**src/include/sbrg_pkg.sv**
```systemverilog
// Package of constants for the serial baud rate generator.
// What this block does
// - The two-bit coarse select divides the bus clock by 1, 3, 4 or 13 for codes 00, 01, 10 and 11.
// - The three-bit transmit select gives a factor of two to the power of the field, joined with the coarse factor.
// - The three-bit receive select gives a factor of two to the power of the field, joined with the coarse factor.
// - The transmit power-of-two factor stands alone only while the transmit fine divisor is zero, else it is multiplied by it.
// - The receive power-of-two factor stands alone only while the receive fine divisor is zero, else it is multiplied by it.
// - A nonzero receive fine divisor divides the output of the divide-by-16 stage by its value, 1 to 255.
// - A nonzero transmit fine divisor divides the output of the divide-by-16 stage by its value, 1 to 255.
// - After reset both fine divisors read zero, so only the conventional division acts.
// - With the low-power disable bit set, prescalers and outputs stop at the end of the byte in transfer.
package sbrg_pkg;

    // ----------------------------------------------------------------
    // Register indices; the byte address is four times the index.
    // ----------------------------------------------------------------
    localparam logic [7:0] SBRG_IDX_BAUD_SEL = 8'hf2;
    localparam logic [7:0] SBRG_IDX_CONTROL  = 8'hf3;
    localparam logic [7:0] SBRG_IDX_RX_FINE  = 8'hf5;
    localparam logic [7:0] SBRG_IDX_TX_FINE  = 8'hf6;
    localparam logic [7:0] SBRG_IDX_STATUS   = 8'hf7;

    // ----------------------------------------------------------------
    // Field positions inside the baud rate select and control registers.
    // ----------------------------------------------------------------
    localparam int SBRG_COARSE_LSB = 6;
    localparam int SBRG_TX_SEL_LSB = 3;
    localparam int SBRG_RX_SEL_LSB = 0;
    localparam int SBRG_LPD_BIT    = 0;

    // ----------------------------------------------------------------
    // Values after reset.
    // ----------------------------------------------------------------
    localparam logic [7:0] SBRG_BAUD_SEL_RST = 8'h00;
    localparam logic [7:0] SBRG_FINE_RST     = 8'h00;
    localparam logic       SBRG_LPD_RST      = 1'b0;

    // ----------------------------------------------------------------
    // Reload values of the coarse prescaler (factor minus one).
    // ----------------------------------------------------------------
    localparam logic [3:0] SBRG_COARSE_LD_1  = 4'h0;
    localparam logic [3:0] SBRG_COARSE_LD_3  = 4'h2;
    localparam logic [3:0] SBRG_COARSE_LD_4  = 4'h3;
    localparam logic [3:0] SBRG_COARSE_LD_13 = 4'hc;

    // Reload value of the fixed divide-by-16 stage.
    localparam logic [3:0] SBRG_SIXTEEN_LD = 4'hf;

    // ----------------------------------------------------------------
    // Bus answers.
    // ----------------------------------------------------------------
    localparam logic [1:0] SBRG_RESP_OKAY   = 2'b00;
    localparam logic [1:0] SBRG_RESP_SLVERR = 2'b10;

endpackage

```
**src/hw/sbrg_baud_gen.sv**
```systemverilog
// Baud rate generator with an AXI4-Lite register port.
`timescale 1ns/1ps
module sbrg_baud_gen
    import sbrg_pkg::*;
#(
    parameter int ADDR_W = 12
) (
    input  wire logic              clk_sys,
    input  wire logic              sys_rst,
    input  wire logic [ADDR_W-1:0] s_axi_awaddr,
    input  wire logic              s_axi_awvalid,
    output logic                   s_axi_awready,
    input  wire logic [31:0]       s_axi_wdata,
    input  wire logic [3:0]        s_axi_wstrb,
    input  wire logic              s_axi_wvalid,
    output logic                   s_axi_wready,
    output logic [1:0]             s_axi_bresp,
    output logic                   s_axi_bvalid,
    input  wire logic              s_axi_bready,
    input  wire logic [ADDR_W-1:0] s_axi_araddr,
    input  wire logic              s_axi_arvalid,
    output logic                   s_axi_arready,
    output logic [31:0]            s_axi_rdata,
    output logic [1:0]             s_axi_rresp,
    output logic                   s_axi_rvalid,
    input  wire logic              s_axi_rready,
    input  wire logic              byteBusy,
    output logic                   txRateTick,
    output logic                   rxRateTick,
    output logic                   serialStopped
);

    // ----------------------------------------------------------------
    // Elaboration check.
    // ----------------------------------------------------------------
    if (ADDR_W < 10) begin : g_badAddr
        $error("Address width must reach the highest register.");
    end

    // ----------------------------------------------------------------
    // Declarations.
    // ----------------------------------------------------------------
    logic [ADDR_W-1:0] awAddr_q;
    logic              awHeld_q;
    logic [7:0]        wData_q;
    logic              wStrb0_q;
    logic              wHeld_q;
    logic              doWrite;
    logic [7:0]        wIdx;
    logic [7:0]        rIdx;
    logic [7:0]        baudSel_q;
    logic [7:0]        rxFine_q;
    logic [7:0]        txFine_q;
    logic              lowPowerDisable_q;
    logic              run_q;
    logic [1:0]        coarseSel;
    logic [2:0]        txSel;
    logic [2:0]        rxSel;
    logic [3:0]        coarseLoad;
    logic [7:0]        txMul;
    logic [7:0]        rxMul;
    logic [14:0]       txTotal;
    logic [14:0]       rxTotal;
    logic              prescTick;
    logic              sixteenTick;
    logic              wMapped;

    assign coarseSel = baudSel_q[SBRG_COARSE_LSB +: 2];
    assign txSel     = baudSel_q[SBRG_TX_SEL_LSB +: 3];
    assign rxSel     = baudSel_q[SBRG_RX_SEL_LSB +: 3];

    // ----------------------------------------------------------------
    // AXI4-Lite write channel: address and data taken in any order.
    // ----------------------------------------------------------------
    assign s_axi_awready = !awHeld_q && !s_axi_bvalid;
    assign s_axi_wready  = !wHeld_q && !s_axi_bvalid;
    assign doWrite       = awHeld_q && wHeld_q && !s_axi_bvalid;
    assign wIdx          = awAddr_q[9:2];
    assign wMapped = (wIdx == SBRG_IDX_BAUD_SEL) || (wIdx == SBRG_IDX_CONTROL)
                  || (wIdx == SBRG_IDX_RX_FINE) || (wIdx == SBRG_IDX_TX_FINE)
                  || (wIdx == SBRG_IDX_STATUS);

    // Holds the write address until the write is carried out.
    always_ff @(posedge clk_sys or posedge sys_rst) begin
        if (sys_rst) begin
            awHeld_q <= 1'b0;
            awAddr_q <= '0;
        end else if (s_axi_awvalid && s_axi_awready) begin
            awHeld_q <= 1'b1;
            awAddr_q <= s_axi_awaddr;
        end else if (doWrite) begin
            awHeld_q <= 1'b0;
        end
    end

    // Holds the write data and its low byte lane strobe.
    always_ff @(posedge clk_sys or posedge sys_rst) begin
        if (sys_rst) begin
            wHeld_q  <= 1'b0;
            wData_q  <= 8'h00;
            wStrb0_q <= 1'b0;
        end else if (s_axi_wvalid && s_axi_wready) begin
            wHeld_q  <= 1'b1;
            wData_q  <= s_axi_wdata[7:0];
            wStrb0_q <= s_axi_wstrb[0];
        end else if (doWrite) begin
            wHeld_q <= 1'b0;
        end
    end

    // Write response one cycle after both halves are held.
    always_ff @(posedge clk_sys or posedge sys_rst) begin
        if (sys_rst) begin
            s_axi_bvalid <= 1'b0;
            s_axi_bresp  <= SBRG_RESP_OKAY;
        end else if (doWrite) begin
            s_axi_bvalid <= 1'b1;
            s_axi_bresp  <= wMapped ? SBRG_RESP_OKAY : SBRG_RESP_SLVERR;
        end else if (s_axi_bready) begin
            s_axi_bvalid <= 1'b0;
        end
    end

    // ----------------------------------------------------------------
    // Registers written by software.
    // ----------------------------------------------------------------
    // Baud rate select register.
    always_ff @(posedge clk_sys or posedge sys_rst) begin
        if (sys_rst) begin
            baudSel_q <= SBRG_BAUD_SEL_RST;
        end else if (doWrite && wStrb0_q && wIdx == SBRG_IDX_BAUD_SEL) begin
            baudSel_q <= wData_q;
        end
    end

    // Fine divisors clear to zero at reset.
    always_ff @(posedge clk_sys or posedge sys_rst) begin
        if (sys_rst) begin
            rxFine_q <= SBRG_FINE_RST;
            txFine_q <= SBRG_FINE_RST;
        end else if (doWrite && wStrb0_q) begin
            if (wIdx == SBRG_IDX_RX_FINE) begin
                rxFine_q <= wData_q;
            end
            if (wIdx == SBRG_IDX_TX_FINE) begin
                txFine_q <= wData_q;
            end
        end
    end

    // Control register holding the low-power disable bit.
    always_ff @(posedge clk_sys or posedge sys_rst) begin
        if (sys_rst) begin
            lowPowerDisable_q <= SBRG_LPD_RST;
        end else if (doWrite && wStrb0_q && wIdx == SBRG_IDX_CONTROL) begin
            lowPowerDisable_q <= wData_q[SBRG_LPD_BIT];
        end
    end

    // ----------------------------------------------------------------
    // AXI4-Lite read channel.
    // ----------------------------------------------------------------
    assign s_axi_arready = !s_axi_rvalid;
    assign rIdx          = s_axi_araddr[9:2];

    // Read data captured on the address handshake.
    always_ff @(posedge clk_sys or posedge sys_rst) begin
        if (sys_rst) begin
            s_axi_rvalid <= 1'b0;
            s_axi_rdata  <= 32'h0000_0000;
            s_axi_rresp  <= SBRG_RESP_OKAY;
        end else if (s_axi_arvalid && s_axi_arready) begin
            s_axi_rvalid <= 1'b1;
            s_axi_rresp  <= SBRG_RESP_OKAY;
            unique case (rIdx)
                SBRG_IDX_BAUD_SEL: s_axi_rdata <= {24'h000000, baudSel_q};
                SBRG_IDX_CONTROL:  s_axi_rdata <= {31'h0, lowPowerDisable_q};
                SBRG_IDX_RX_FINE:  s_axi_rdata <= {24'h000000, rxFine_q};
                SBRG_IDX_TX_FINE:  s_axi_rdata <= {24'h000000, txFine_q};
                SBRG_IDX_STATUS: begin
                    s_axi_rdata <= {29'h00000000, rxFine_q != 8'h00,
                                    txFine_q != 8'h00, run_q};
                end
                default: begin
                    s_axi_rdata <= 32'h0000_0000;
                    s_axi_rresp <= SBRG_RESP_SLVERR;
                end
            endcase
        end else if (s_axi_rready) begin
            s_axi_rvalid <= 1'b0;
        end
    end

    // ----------------------------------------------------------------
    // Low-power stop: waits for the byte in transfer to finish.
    // ----------------------------------------------------------------
    always_ff @(posedge clk_sys or posedge sys_rst) begin
        if (sys_rst) begin
            run_q <= 1'b1;
        end else if (lowPowerDisable_q && !byteBusy) begin
            run_q <= 1'b0;
        end else if (!lowPowerDisable_q) begin
            run_q <= 1'b1;
        end
    end

    assign serialStopped = !run_q;

    // ----------------------------------------------------------------
    // Division factors.
    // ----------------------------------------------------------------
    // Coarse prescaler reload from the two-bit select.
    always_comb begin
        unique case (coarseSel)
            2'b00: coarseLoad = SBRG_COARSE_LD_1;
            2'b01: coarseLoad = SBRG_COARSE_LD_3;
            2'b10: coarseLoad = SBRG_COARSE_LD_4;
            2'b11: coarseLoad = SBRG_COARSE_LD_13;
        endcase
    end

    // A zero fine divisor leaves the power of two alone; a power of two
    // times a byte is a shift, which keeps the product small.
    assign txMul   = (txFine_q == 8'h00) ? 8'h01 : txFine_q;
    assign rxMul   = (rxFine_q == 8'h00) ? 8'h01 : rxFine_q;
    assign txTotal = {7'h00, txMul} << txSel;
    assign rxTotal = {7'h00, rxMul} << rxSel;

    // ----------------------------------------------------------------
    // Divider chain: coarse, fixed sixteen, then one stage per side.
    // ----------------------------------------------------------------
    sbrg_div_cnt #(.W(4)) u_coarse (
        .clk_sys (clk_sys),
        .sys_rst (sys_rst),
        .run     (run_q),
        .tickIn  (1'b1),
        .loadVal (coarseLoad),
        .tickOut (prescTick)
    );

    sbrg_div_cnt #(.W(4)) u_sixteen (
        .clk_sys (clk_sys),
        .sys_rst (sys_rst),
        .run     (run_q),
        .tickIn  (prescTick),
        .loadVal (SBRG_SIXTEEN_LD),
        .tickOut (sixteenTick)
    );

    sbrg_div_cnt #(.W(15)) u_tx (
        .clk_sys (clk_sys),
        .sys_rst (sys_rst),
        .run     (run_q),
        .tickIn  (sixteenTick),
        .loadVal (txTotal - 15'h0001),
        .tickOut (txRateTick)
    );

    sbrg_div_cnt #(.W(15)) u_rx (
        .clk_sys (clk_sys),
        .sys_rst (sys_rst),
        .run     (run_q),
        .tickIn  (sixteenTick),
        .loadVal (rxTotal - 15'h0001),
        .tickOut (rxRateTick)
    );

    // ----------------------------------------------------------------
    // Checking helpers: count sixteen-ticks between rate pulses.
    // ----------------------------------------------------------------
    logic [14:0] txGap_q;
    logic [14:0] rxGap_q;
    logic [1:0]  txOk_q;
    logic [1:0]  rxOk_q;

    // Gap counters restart on each rate pulse.
    always_ff @(posedge clk_sys or posedge sys_rst) begin
        if (sys_rst) begin
            txGap_q <= 15'h0000;
            rxGap_q <= 15'h0000;
        end else begin
            txGap_q <= (txRateTick ? 15'h0000 : txGap_q)
                     + {14'h0000, sixteenTick};
            rxGap_q <= (rxRateTick ? 15'h0000 : rxGap_q)
                     + {14'h0000, sixteenTick};
        end
    end

    // A gap is judged from the third pulse after a change, since the
    // first pulse may still come from a reload made on the write edge.
    always_ff @(posedge clk_sys or posedge sys_rst) begin
        if (sys_rst) begin
            txOk_q <= 2'h0;
            rxOk_q <= 2'h0;
        end else if (doWrite || !run_q) begin
            txOk_q <= 2'h0;
            rxOk_q <= 2'h0;
        end else begin
            txOk_q <= txOk_q | {txOk_q[0] && txRateTick, txRateTick};
            rxOk_q <= rxOk_q | {rxOk_q[0] && rxRateTick, rxRateTick};
        end
    end

    // ----------------------------------------------------------------
    // Assertions.
    // ----------------------------------------------------------------
    coarse_four_a: assert property (@(posedge clk_sys)
        disable iff (sys_rst) prescTick && $past(coarseSel) == 2'b10 |=>
        !prescTick [*3]) else $error("Coarse divide by four ticked early.");
    coarse_one_a: assert property (@(posedge clk_sys)
        disable iff (sys_rst) prescTick && $past(coarseSel) == 2'b00
        && run_q |=> prescTick) else $error("Coarse divide by one missed.");
    tx_period_a: assert property (@(posedge clk_sys)
        disable iff (sys_rst) txRateTick && txOk_q[1] && txFine_q == 8'h00
        |-> txGap_q == (15'h0001 << txSel)) else $error("Tx period wrong.");
    rx_period_a: assert property (@(posedge clk_sys)
        disable iff (sys_rst) rxRateTick && rxOk_q[1] && rxFine_q == 8'h00
        |-> rxGap_q == (15'h0001 << rxSel)) else $error("Rx period wrong.");
    tx_fine_a: assert property (@(posedge clk_sys)
        disable iff (sys_rst) txRateTick && txOk_q[1] && txFine_q != 8'h00
        |-> txGap_q == (15'(txFine_q) << txSel)) else $error("Tx fine wrong.");
    rx_fine_a: assert property (@(posedge clk_sys)
        disable iff (sys_rst) rxRateTick && rxOk_q[1] && rxFine_q != 8'h00
        |-> rxGap_q == (15'(rxFine_q) << rxSel)) else $error("Rx fine wrong.");
    fine_reset_a: assert property (@(posedge clk_sys)
        $past(sys_rst) && !sys_rst |-> txFine_q == 8'h00 && rxFine_q == 8'h00)
        else $error("Fine divisors not zero after reset.");
    stop_idle_a: assert property (@(posedge clk_sys)
        disable iff (sys_rst) lowPowerDisable_q && !byteBusy |=> !run_q ##1
        !txRateTick) else $error("Generator kept running after a stop.");
    stop_wait_a: assert property (@(posedge clk_sys)
        disable iff (sys_rst) run_q && byteBusy |=> run_q)
        else $error("Generator stopped inside a byte.");
    halted_out_a: assert property (@(posedge clk_sys)
        disable iff (sys_rst) !run_q ##1 !run_q |-> !txRateTick
        && !rxRateTick) else $error("Rate pulse while stopped.");

endmodule // sbrg_baud_gen

```
**src/hw/sbrg_div_cnt.sv**
```systemverilog
// Reloading down-counter that divides a tick stream by its loaded value plus one.
`timescale 1ns/1ps
module sbrg_div_cnt #(
    parameter int W = 4
) (
    input  wire logic         clk_sys,
    input  wire logic         sys_rst,
    input  wire logic         run,
    input  wire logic         tickIn,
    input  wire logic [W-1:0] loadVal,
    output logic              tickOut
);

    // ----------------------------------------------------------------
    // Elaboration check.
    // ----------------------------------------------------------------
    if (W < 1) begin : g_badWidth
        $error("Divider width must be at least one bit.");
    end

    logic [W-1:0] cnt_q;

    // Counter reloads from the live setting each time it expires.
    always_ff @(posedge clk_sys or posedge sys_rst) begin
        if (sys_rst) begin
            cnt_q <= '0;
        end else if (!run) begin
            cnt_q <= '0;
        end else if (tickIn) begin
            if (cnt_q == '0) begin
                cnt_q <= loadVal;
            end else begin
                cnt_q <= cnt_q - 1'b1;
            end
        end
    end

    // Output pulse is registered so it never glitches.
    always_ff @(posedge clk_sys or posedge sys_rst) begin
        if (sys_rst) begin
            tickOut <= 1'b0;
        end else begin
            tickOut <= run && tickIn && (cnt_q == '0);
        end
    end

endmodule // sbrg_div_cnt

```
**config.mk**
```make
export PLATFORM = sky130hd
export DESIGN_NAME = sbrg_baud_gen
export DESIGN_NICKNAME = d
export VERILOG_FILES = /design/src/include/sbrg_pkg.sv /design/src/hw/sbrg_baud_gen.sv /design/src/hw/sbrg_div_cnt.sv
export SDC_FILE = /design/constraint.sdc
export NUM_CORES = 1
export LEC_CHECK = 0
export BUFFER_PORTS_ARGS = -buffer_cell sky130_fd_sc_hd__buf_4
export CAP_MARGIN = 0
export CORE_MARGIN = 5
export CORE_UTILIZATION = 48
export CTS_BUF_LIST = sky130_fd_sc_hd__clkbuf_8
export DETAILED_ROUTE_END_ITERATION = 10
export GPL_TIMING_DRIVEN = 1
export HOLD_SLACK_MARGIN = 0.1
export PLACE_DENSITY = 0.74
export SLEW_MARGIN = 20
export SYNTH_ARGS = -nofsm -noshare
export SYNTH_HDL_FRONTEND = slang
export SYNTH_SLANG_ARGS = --single-unit
```
**constraint.sdc**
```tcl
create_clock -name clk_sys -period 7.6 [get_ports clk_sys]
set_input_delay 2.28 -clock clk_sys [delete_from_list [all_inputs] [get_ports clk_sys]]
set_output_delay 2.28 -clock clk_sys [all_outputs]
set_load 0.05 [all_outputs]
```
# Yosys cells after proc, flatten, opt, wreduce, memory -nomap -nowiden
# Index checks and enable logic that the tools add are counted.
classes:
  n_addsub: 6
  n_eq_ne: 16
  n_shift: 2
  n_mux: 26
  n_reduce_logical: 43
ops:
  columns: ["op", "count"]
  rows:
  - ["2-to-1 mux 15 bit", 6]
  - ["== test 8 bit, second input constant", 10]
  - ["subtractor 15 x 1 -> 15 bit, second input constant", 4]
  - ["case mux 8 bit (5 select lines)", 1]
  - ["zero test 15 bit", 2]
  - ["<< shifter 8 x 3 -> 15 bit", 2]
  - ["2-to-1 mux 4 bit", 5]
  - ["logical AND 1 bit", 17]
  - ["zero test 8 bit", 2]
  - ["2-to-1 mux 8 bit", 2]
  - ["case mux 4 bit (4 select lines)", 1]
  - ["nonzero test 8 bit", 2]
  - ["2-to-1 mux 1 bit", 9]
  - ["zero test 4 bit", 2]
  - ["nonzero test 2 bit", 4]
  - ["subtractor 4 x 1 -> 4 bit, second input constant", 2]
  - ["zero test 1 bit", 6]
  - ["!= test 2 x 1 -> 1 bit, second input constant", 3]
  - ["OR reduction 5 bit", 1]
  - ["== test 2 bit, second input constant", 2]
  - ["logical OR 1 bit", 4]
  - ["2-to-1 mux 2 bit", 2]
  - ["AND reduction 2 bit", 2]
  - ["== test 2 x 1 -> 1 bit, second input constant", 1]
  - ["zero test 2 bit", 1]
word_totals:
  ff_bits: 127
  input_bits: 68
  out_inout_bits: 44
  word_cells: 116

# Longest topological paths before layout
depth:
  ltp_word: 7
  depth_mapped: 11
  depth_no_buf: 10

# Hierarchy
# A second synthesis with hierarchy kept.
hier_totals:
  hier_cells: 799
  area_unflattened_um2: 7583.5
modules_own_cells:
  columns: ["mod", "instances", "cells_per_inst", "area_per_inst_um2", "seq_area_each_um2"]
  rows:
  - ["sbrg_baud_gen", 1, 483, 4585.6, 1427.6]
  - ["sbrg_div_cnt at u_rx ...", 2, 126, 1191.1, 400.4]
  - ["sbrg_div_cnt at u_coarse ...", 2, 32, 307.8, 125.1]

# Worst setup path after synthesis
# No wires, ideal clock.
synth_path:
  path_kind: "input to register"
  from: "in s_axi_araddr[4]"
  to: "reg s_axi_rdata[2]"
  setup_ns: 0.065
  arrival_time_ns: 3.790
  required_ns: 7.535
  setup_slack_ns: 3.745
  path_stages: 6
  n_path_buf: 1
  cell_sequence: "clkbuf_1 -> nand2_1 -> nor4_1 -> o21ai_1 -> a21oi_1 -> a21o_1"
synth_between:
  elab_chain_cells: 2
  elab_cells_between_ends: 6
  cone_classes: "eq/ne (5); mux (1)"
synth_lines:
  columns: ["item", "line", "text"]
  rows:
  - ["from (decl)", "sbrg_baud_gen.sv:20", "input wire logic [ADDR_W-1:0] s_axi_araddr,"]
  - ["== test 8 bit", "sbrg_baud_gen.sv:175", "unique case (rIdx)"]
  - ["case mux 8 bit (5 select lines) *", "sbrg_baud_gen.sv:175", null]
  - ["to (signal assigned)", "sbrg_baud_gen.sv:176", "SBRG_IDX_BAUD_SEL: s_axi_rdata <= {24'h000000, baudSel_q};"]
  - ["to (signal assigned)", "sbrg_baud_gen.sv:177", "SBRG_IDX_CONTROL: s_axi_rdata <= {31'h0, lowPowerDisable_q};"]
  - ["to (signal assigned)", "sbrg_baud_gen.sv:178", "SBRG_IDX_RX_FINE: s_axi_rdata <= {24'h000000, rxFine_q};"]
  - ["to (decl)", "sbrg_baud_gen.sv:23", "output logic [31:0] s_axi_rdata,"]
# Mark *: on every way between the ends. The rest lies on a longest branch, timed or not.
# A chain may end at the register's enable or synchronous reset.

# Worst setup path after layout
layout_path:
  from: "reg baudSel_q[0]"
  to: "reg u_rx.cnt_q[14]"
layout_between:
  elab_chain_cells: 5
layout_lines:
  columns: ["item", "line", "text"]
  rows:
  - ["from (decl)", "sbrg_baud_gen.sv:51", "logic [7:0] baudSel_q;"]
  - ["from (signal assigned)", "sbrg_baud_gen.sv:132", "baudSel_q <= wData_q;"]
  - ["<< shifter 8 x 3 -> 15 bit", "sbrg_baud_gen.sv:227", "assign rxTotal = {7'h00, rxMul} << rxSel;"]
  - ["subtractor 15 x 1 -> 15 bit", "sbrg_baud_gen.sv:264", ".loadVal (rxTotal - 15'h0001),"]
  - ["2-to-1 mux 15 bit", "sbrg_div_cnt.sv:30", "if (cnt_q == '0) begin"]
  - ["2-to-1 mux 15 bit", "sbrg_div_cnt.sv:29", "end else if (tickIn) begin"]
  - ["2-to-1 mux 15 bit", "sbrg_div_cnt.sv:27", "end else if (!run) begin"]
  - ["to (signal assigned)", "sbrg_div_cnt.sv:31", "cnt_q <= loadVal;"]
  - ["to (signal assigned)", "sbrg_div_cnt.sv:33", "cnt_q <= cnt_q - 1'b1;"]
  - ["to (decl)", "sbrg_div_cnt.sv:21", "logic [W-1:0] cnt_q;"]
# No other way between the ends. The select of a mux whose other input is x is not followed.

==> out/metrics.yaml <==
drt:
  ant_nets: 0
  avgViaCountPerCell: 6.043
  first_pass_iters: 5
  routedWlPerCell_microns: 17.47
  finalWirelength_microns: 14970
  drt_iter0_drc: 483
  vias: 5179
  drc: 0
yosys:
  syn-cell-area_sq_um: 6113
  yosys_warnings: 0
  ys_seq_elements: 99
  synth_cell_types: 73
  synth-async-reset-ratio_pct: 100.0
  yosysSeqAreaShare_pct: 40.54
  synthTopCellsByArea: "dfrtp_1 40%, mux2_2 8.1%, nand2_1 3.7%, buf_4 3.3%, nor2_1 3.1%"
  syn_avg_cell_area_sq_um: 9.463
  synth_most_common_cell: "dfrtp_1"
  ys_top_cells_by_count: "98 x dfrtp_1, 61 x nand2_1, 51 x nor2_1"
  synth_top_area_share_pct: 40.11
  synthFlopType: "dfrtp_1"
  syn_inst: 646
  synth_area_leader_cell: "dfrtp_1"
  synth_edf_count: 0
pwr:
  power_density_nw_per_um2: 309.0
  switching_share_pct: 43.31
  seq_power_share_pct: 40.8
  vdd_drop_max_mv: 0.2293
  p_int_mw: 1.175
  total_power_mw: 2.072
  p_switching_mw: 0.8974
  clock_power_share_pct: 15.8
  power_frac_comb_pct: 43.4
  leakagePower_nw: 2.843
timing:
  hold_slack_ns: 0.4809
  rsz0062_at_grt: "false"
  tns_ns: 0
  fin_crit_ns: 3.916
  fin_crit_sh_pct: 51.53
  hold_violations: 0
  fin_ws_ns: 3.684
  max_freq_mhz: 255.4
  skew_ns: 0.01609
  relSlewSlack_pct: 38.64
  finalMaxSlewViolations: 0
  tightest_slew_ns: 0.9181
  setup_viol: 0
cells_and_area:
  final_core_util_pct: 53.36
  num_antenna_cells: 0
  syn2layout_area_growth_pct: 9.701
  multi_input_area_sq_um: 3332
  fin_area_sq_um: 6706
  fillers: 1136
  regArea_sq_um: 2479
  drive_gt1_share_pct: 19.27
  final_nets: 755
  layoutNonFillerInstCount: 857
worst_setup_path:
  crit_fanout: 17
  critPathRequiredTime_ns: 7.92
  critPathLaunchType: "flop"
  setup.worst_path.end_class: "flop"
  arrival_ns: 4.24
  critPathKind: "flop to flop"
floorplan:
  core_sq_um: 12570
  die_area_sq_um: 15090
  die-height_microns: 122.9
  floorplan.io_pins: 112
  die-width_microns: 122.9
  initial_core_util_pct: 48.64
  placementRows: 41
cts:
  cts.repair.resized: 0
  tritoncts: "built"
  clockBufferDepth: 2
  htreeDepth: 3
  clk_latency_ns: 0.40
  path_clk_slew_ns: 0.11
  cts_hold_buf: 0
  cts.sinks: 99
  cts_made_buffers: 9
  cts_setup_buffers: 0
  root_buffer: "clkbuf_8"
placed_design:
  place_area_sq_um: 6516
  io_buffers: 50
  post-place-cells: 841
  routabilityCongestion: 0.9750
  dp_slack_ns: 3.813
  dp_hpwl_microns: 10860
global_route:
  grt_util_met2_pct: 34.81
  met3_usage_pct: 3.871
  met1_usage_pct: 26.71
  grt_max_degree: 87
  grt_pass1_vias: 5039
  antenna_found_initial: 0
  grt_overflow: 0
  grt_pass1_wl_microns: 24920
  grt-busiest-layer: "met2"
  grt.total_usage_pct: 20.85
flow_run:
  maxCapViolCount: 0
run_status:
  status: "finished clean"
hold_path:
  hold_class: "flop to flop"
==> sequential cells by signal (all words and copies together), names as in the netlist, 4 cells and up <==
name             count
txFine_q             8
rxFine_q             8
u_coarse.cnt_q       4
u_tx.cnt_q          15
u_sixteen.cnt_q      4
wData_q              8
awAddr_q             8
baudSel_q            8
u_rx.cnt_q          15
s_axi_rdata          8
==> per-layer routing <==
metal	share of wire, %	wire length (microns)
met3	5.5	821
met4	2.2	333
met1	42	6259
met5	0	0
met2	50	7559
==> placed cells by master, fill, tap and decap left out, drive strengths merged, types with 4 or more instances in the layout <==
cell,Yosys,routed
and4,5,5
a31oi,13,13
mux4,6,6
ha,7,7
nor2b,8,8
o21ai,37,37
nand3,19,19
o22ai,4,4
or3,7,7
o21a,7,7
nand4,5,5
a211oi,7,7
conb,1,26
a22oi,9,9
nor2,51,51
mux2,47,47
and2,6,6
buf,33,55
o31ai,6,6
nand2b,9,9
inv,18,23
a21o,4,4
o211ai,6,6
nand2,61,61
o32ai,4,4
a221oi,4,4
clkbuf,24,9
dfrtp,98,98
mux2i,17,17
nor4,13,13
xnor2,9,9
a21oi,32,32
nor3,20,20
==> power by group through the flow <==
| stage | clock [mW] | combinational [mW] | sequential (mW) |
|---|---|---|---|
| 2_1_floorplan | 0 | 0.716 | 0.803 |
| 3_3_place_gp | 0 | 0.852 | 0.840 |
| 3_5_place_dp | 0 | 0.891 | 0.849 |
| 4_1_cts | 0.338 | 0.895 | 0.839 |
| 5_1_grt | 0.363 | 0.997 | 0.865 |
| 6_report | 0.328 | 0.899 | 0.845 |
==> cell families (layout without fill, tap and decap cells) <==
| kind of cell | after synthesis | in the layout | synth area share, % |
|---|---|---|---|
| buf+inv | 77 | 91 | 6.570 |
| fa+ha+maj | 7 | 7 | 1.433 |
| flops | 99 | 99 | 40.54 |
| simple gates | 217 | 217 | 17.77 |
| compound gates | 164 | 164 | 18.28 |
| xor+xnor | 11 | 11 | 1.576 |
| other cells | 1 | 26 | 0.06134 |
| mux | 70 | 70 | 13.77 |
==> area by class of cell <==
class,instances,area share (%)
tap,172,3.209
clock buffer,9,1.847
multi-input combinational,495,49.68
sequential,99,36.96
clock inverter,7,0.9328
timing repair buffer,55,6.213
inverter,20,1.157
==> critical path, stage by stage (launching register included) <==
cell,delay (ns)
dfrtp_1,0.71
clkinv_1,0.41
a211oi_1,0.36
nor3_1,0.10
a21oi_1,0.18
ha_1,0.20
nand2b_1,0.11
a2111oi_0,0.66
nand3_1,0.37
or4_1,0.58
a21oi_1,0.17
==> worst paths after layout <==
| check | startpoint | end | slack (ns) | cells after the start |
|---|---|---|---|---|
| hold / removal | lowPowerDisable_q | run_q | 0.48 | 1 |
| hold reg to reg | lowPowerDisable_q | run_q | 0.48 | 1 |
| min in group asynchronous | sys_rst | awAddr_q[4] | 1.78 | 2 |
| max in group asynchronous | sys_rst | u_tx.tickOut | 4.83 | 3 |
| setup / recovery | baudSel_q[0] | u_rx.cnt_q[14] | 3.68 | 10 |
| setup reg to reg | baudSel_q[0] | u_rx.cnt_q[14] | 3.68 | 10 |
Note: power is estimated with default switching activity, not from simulation.
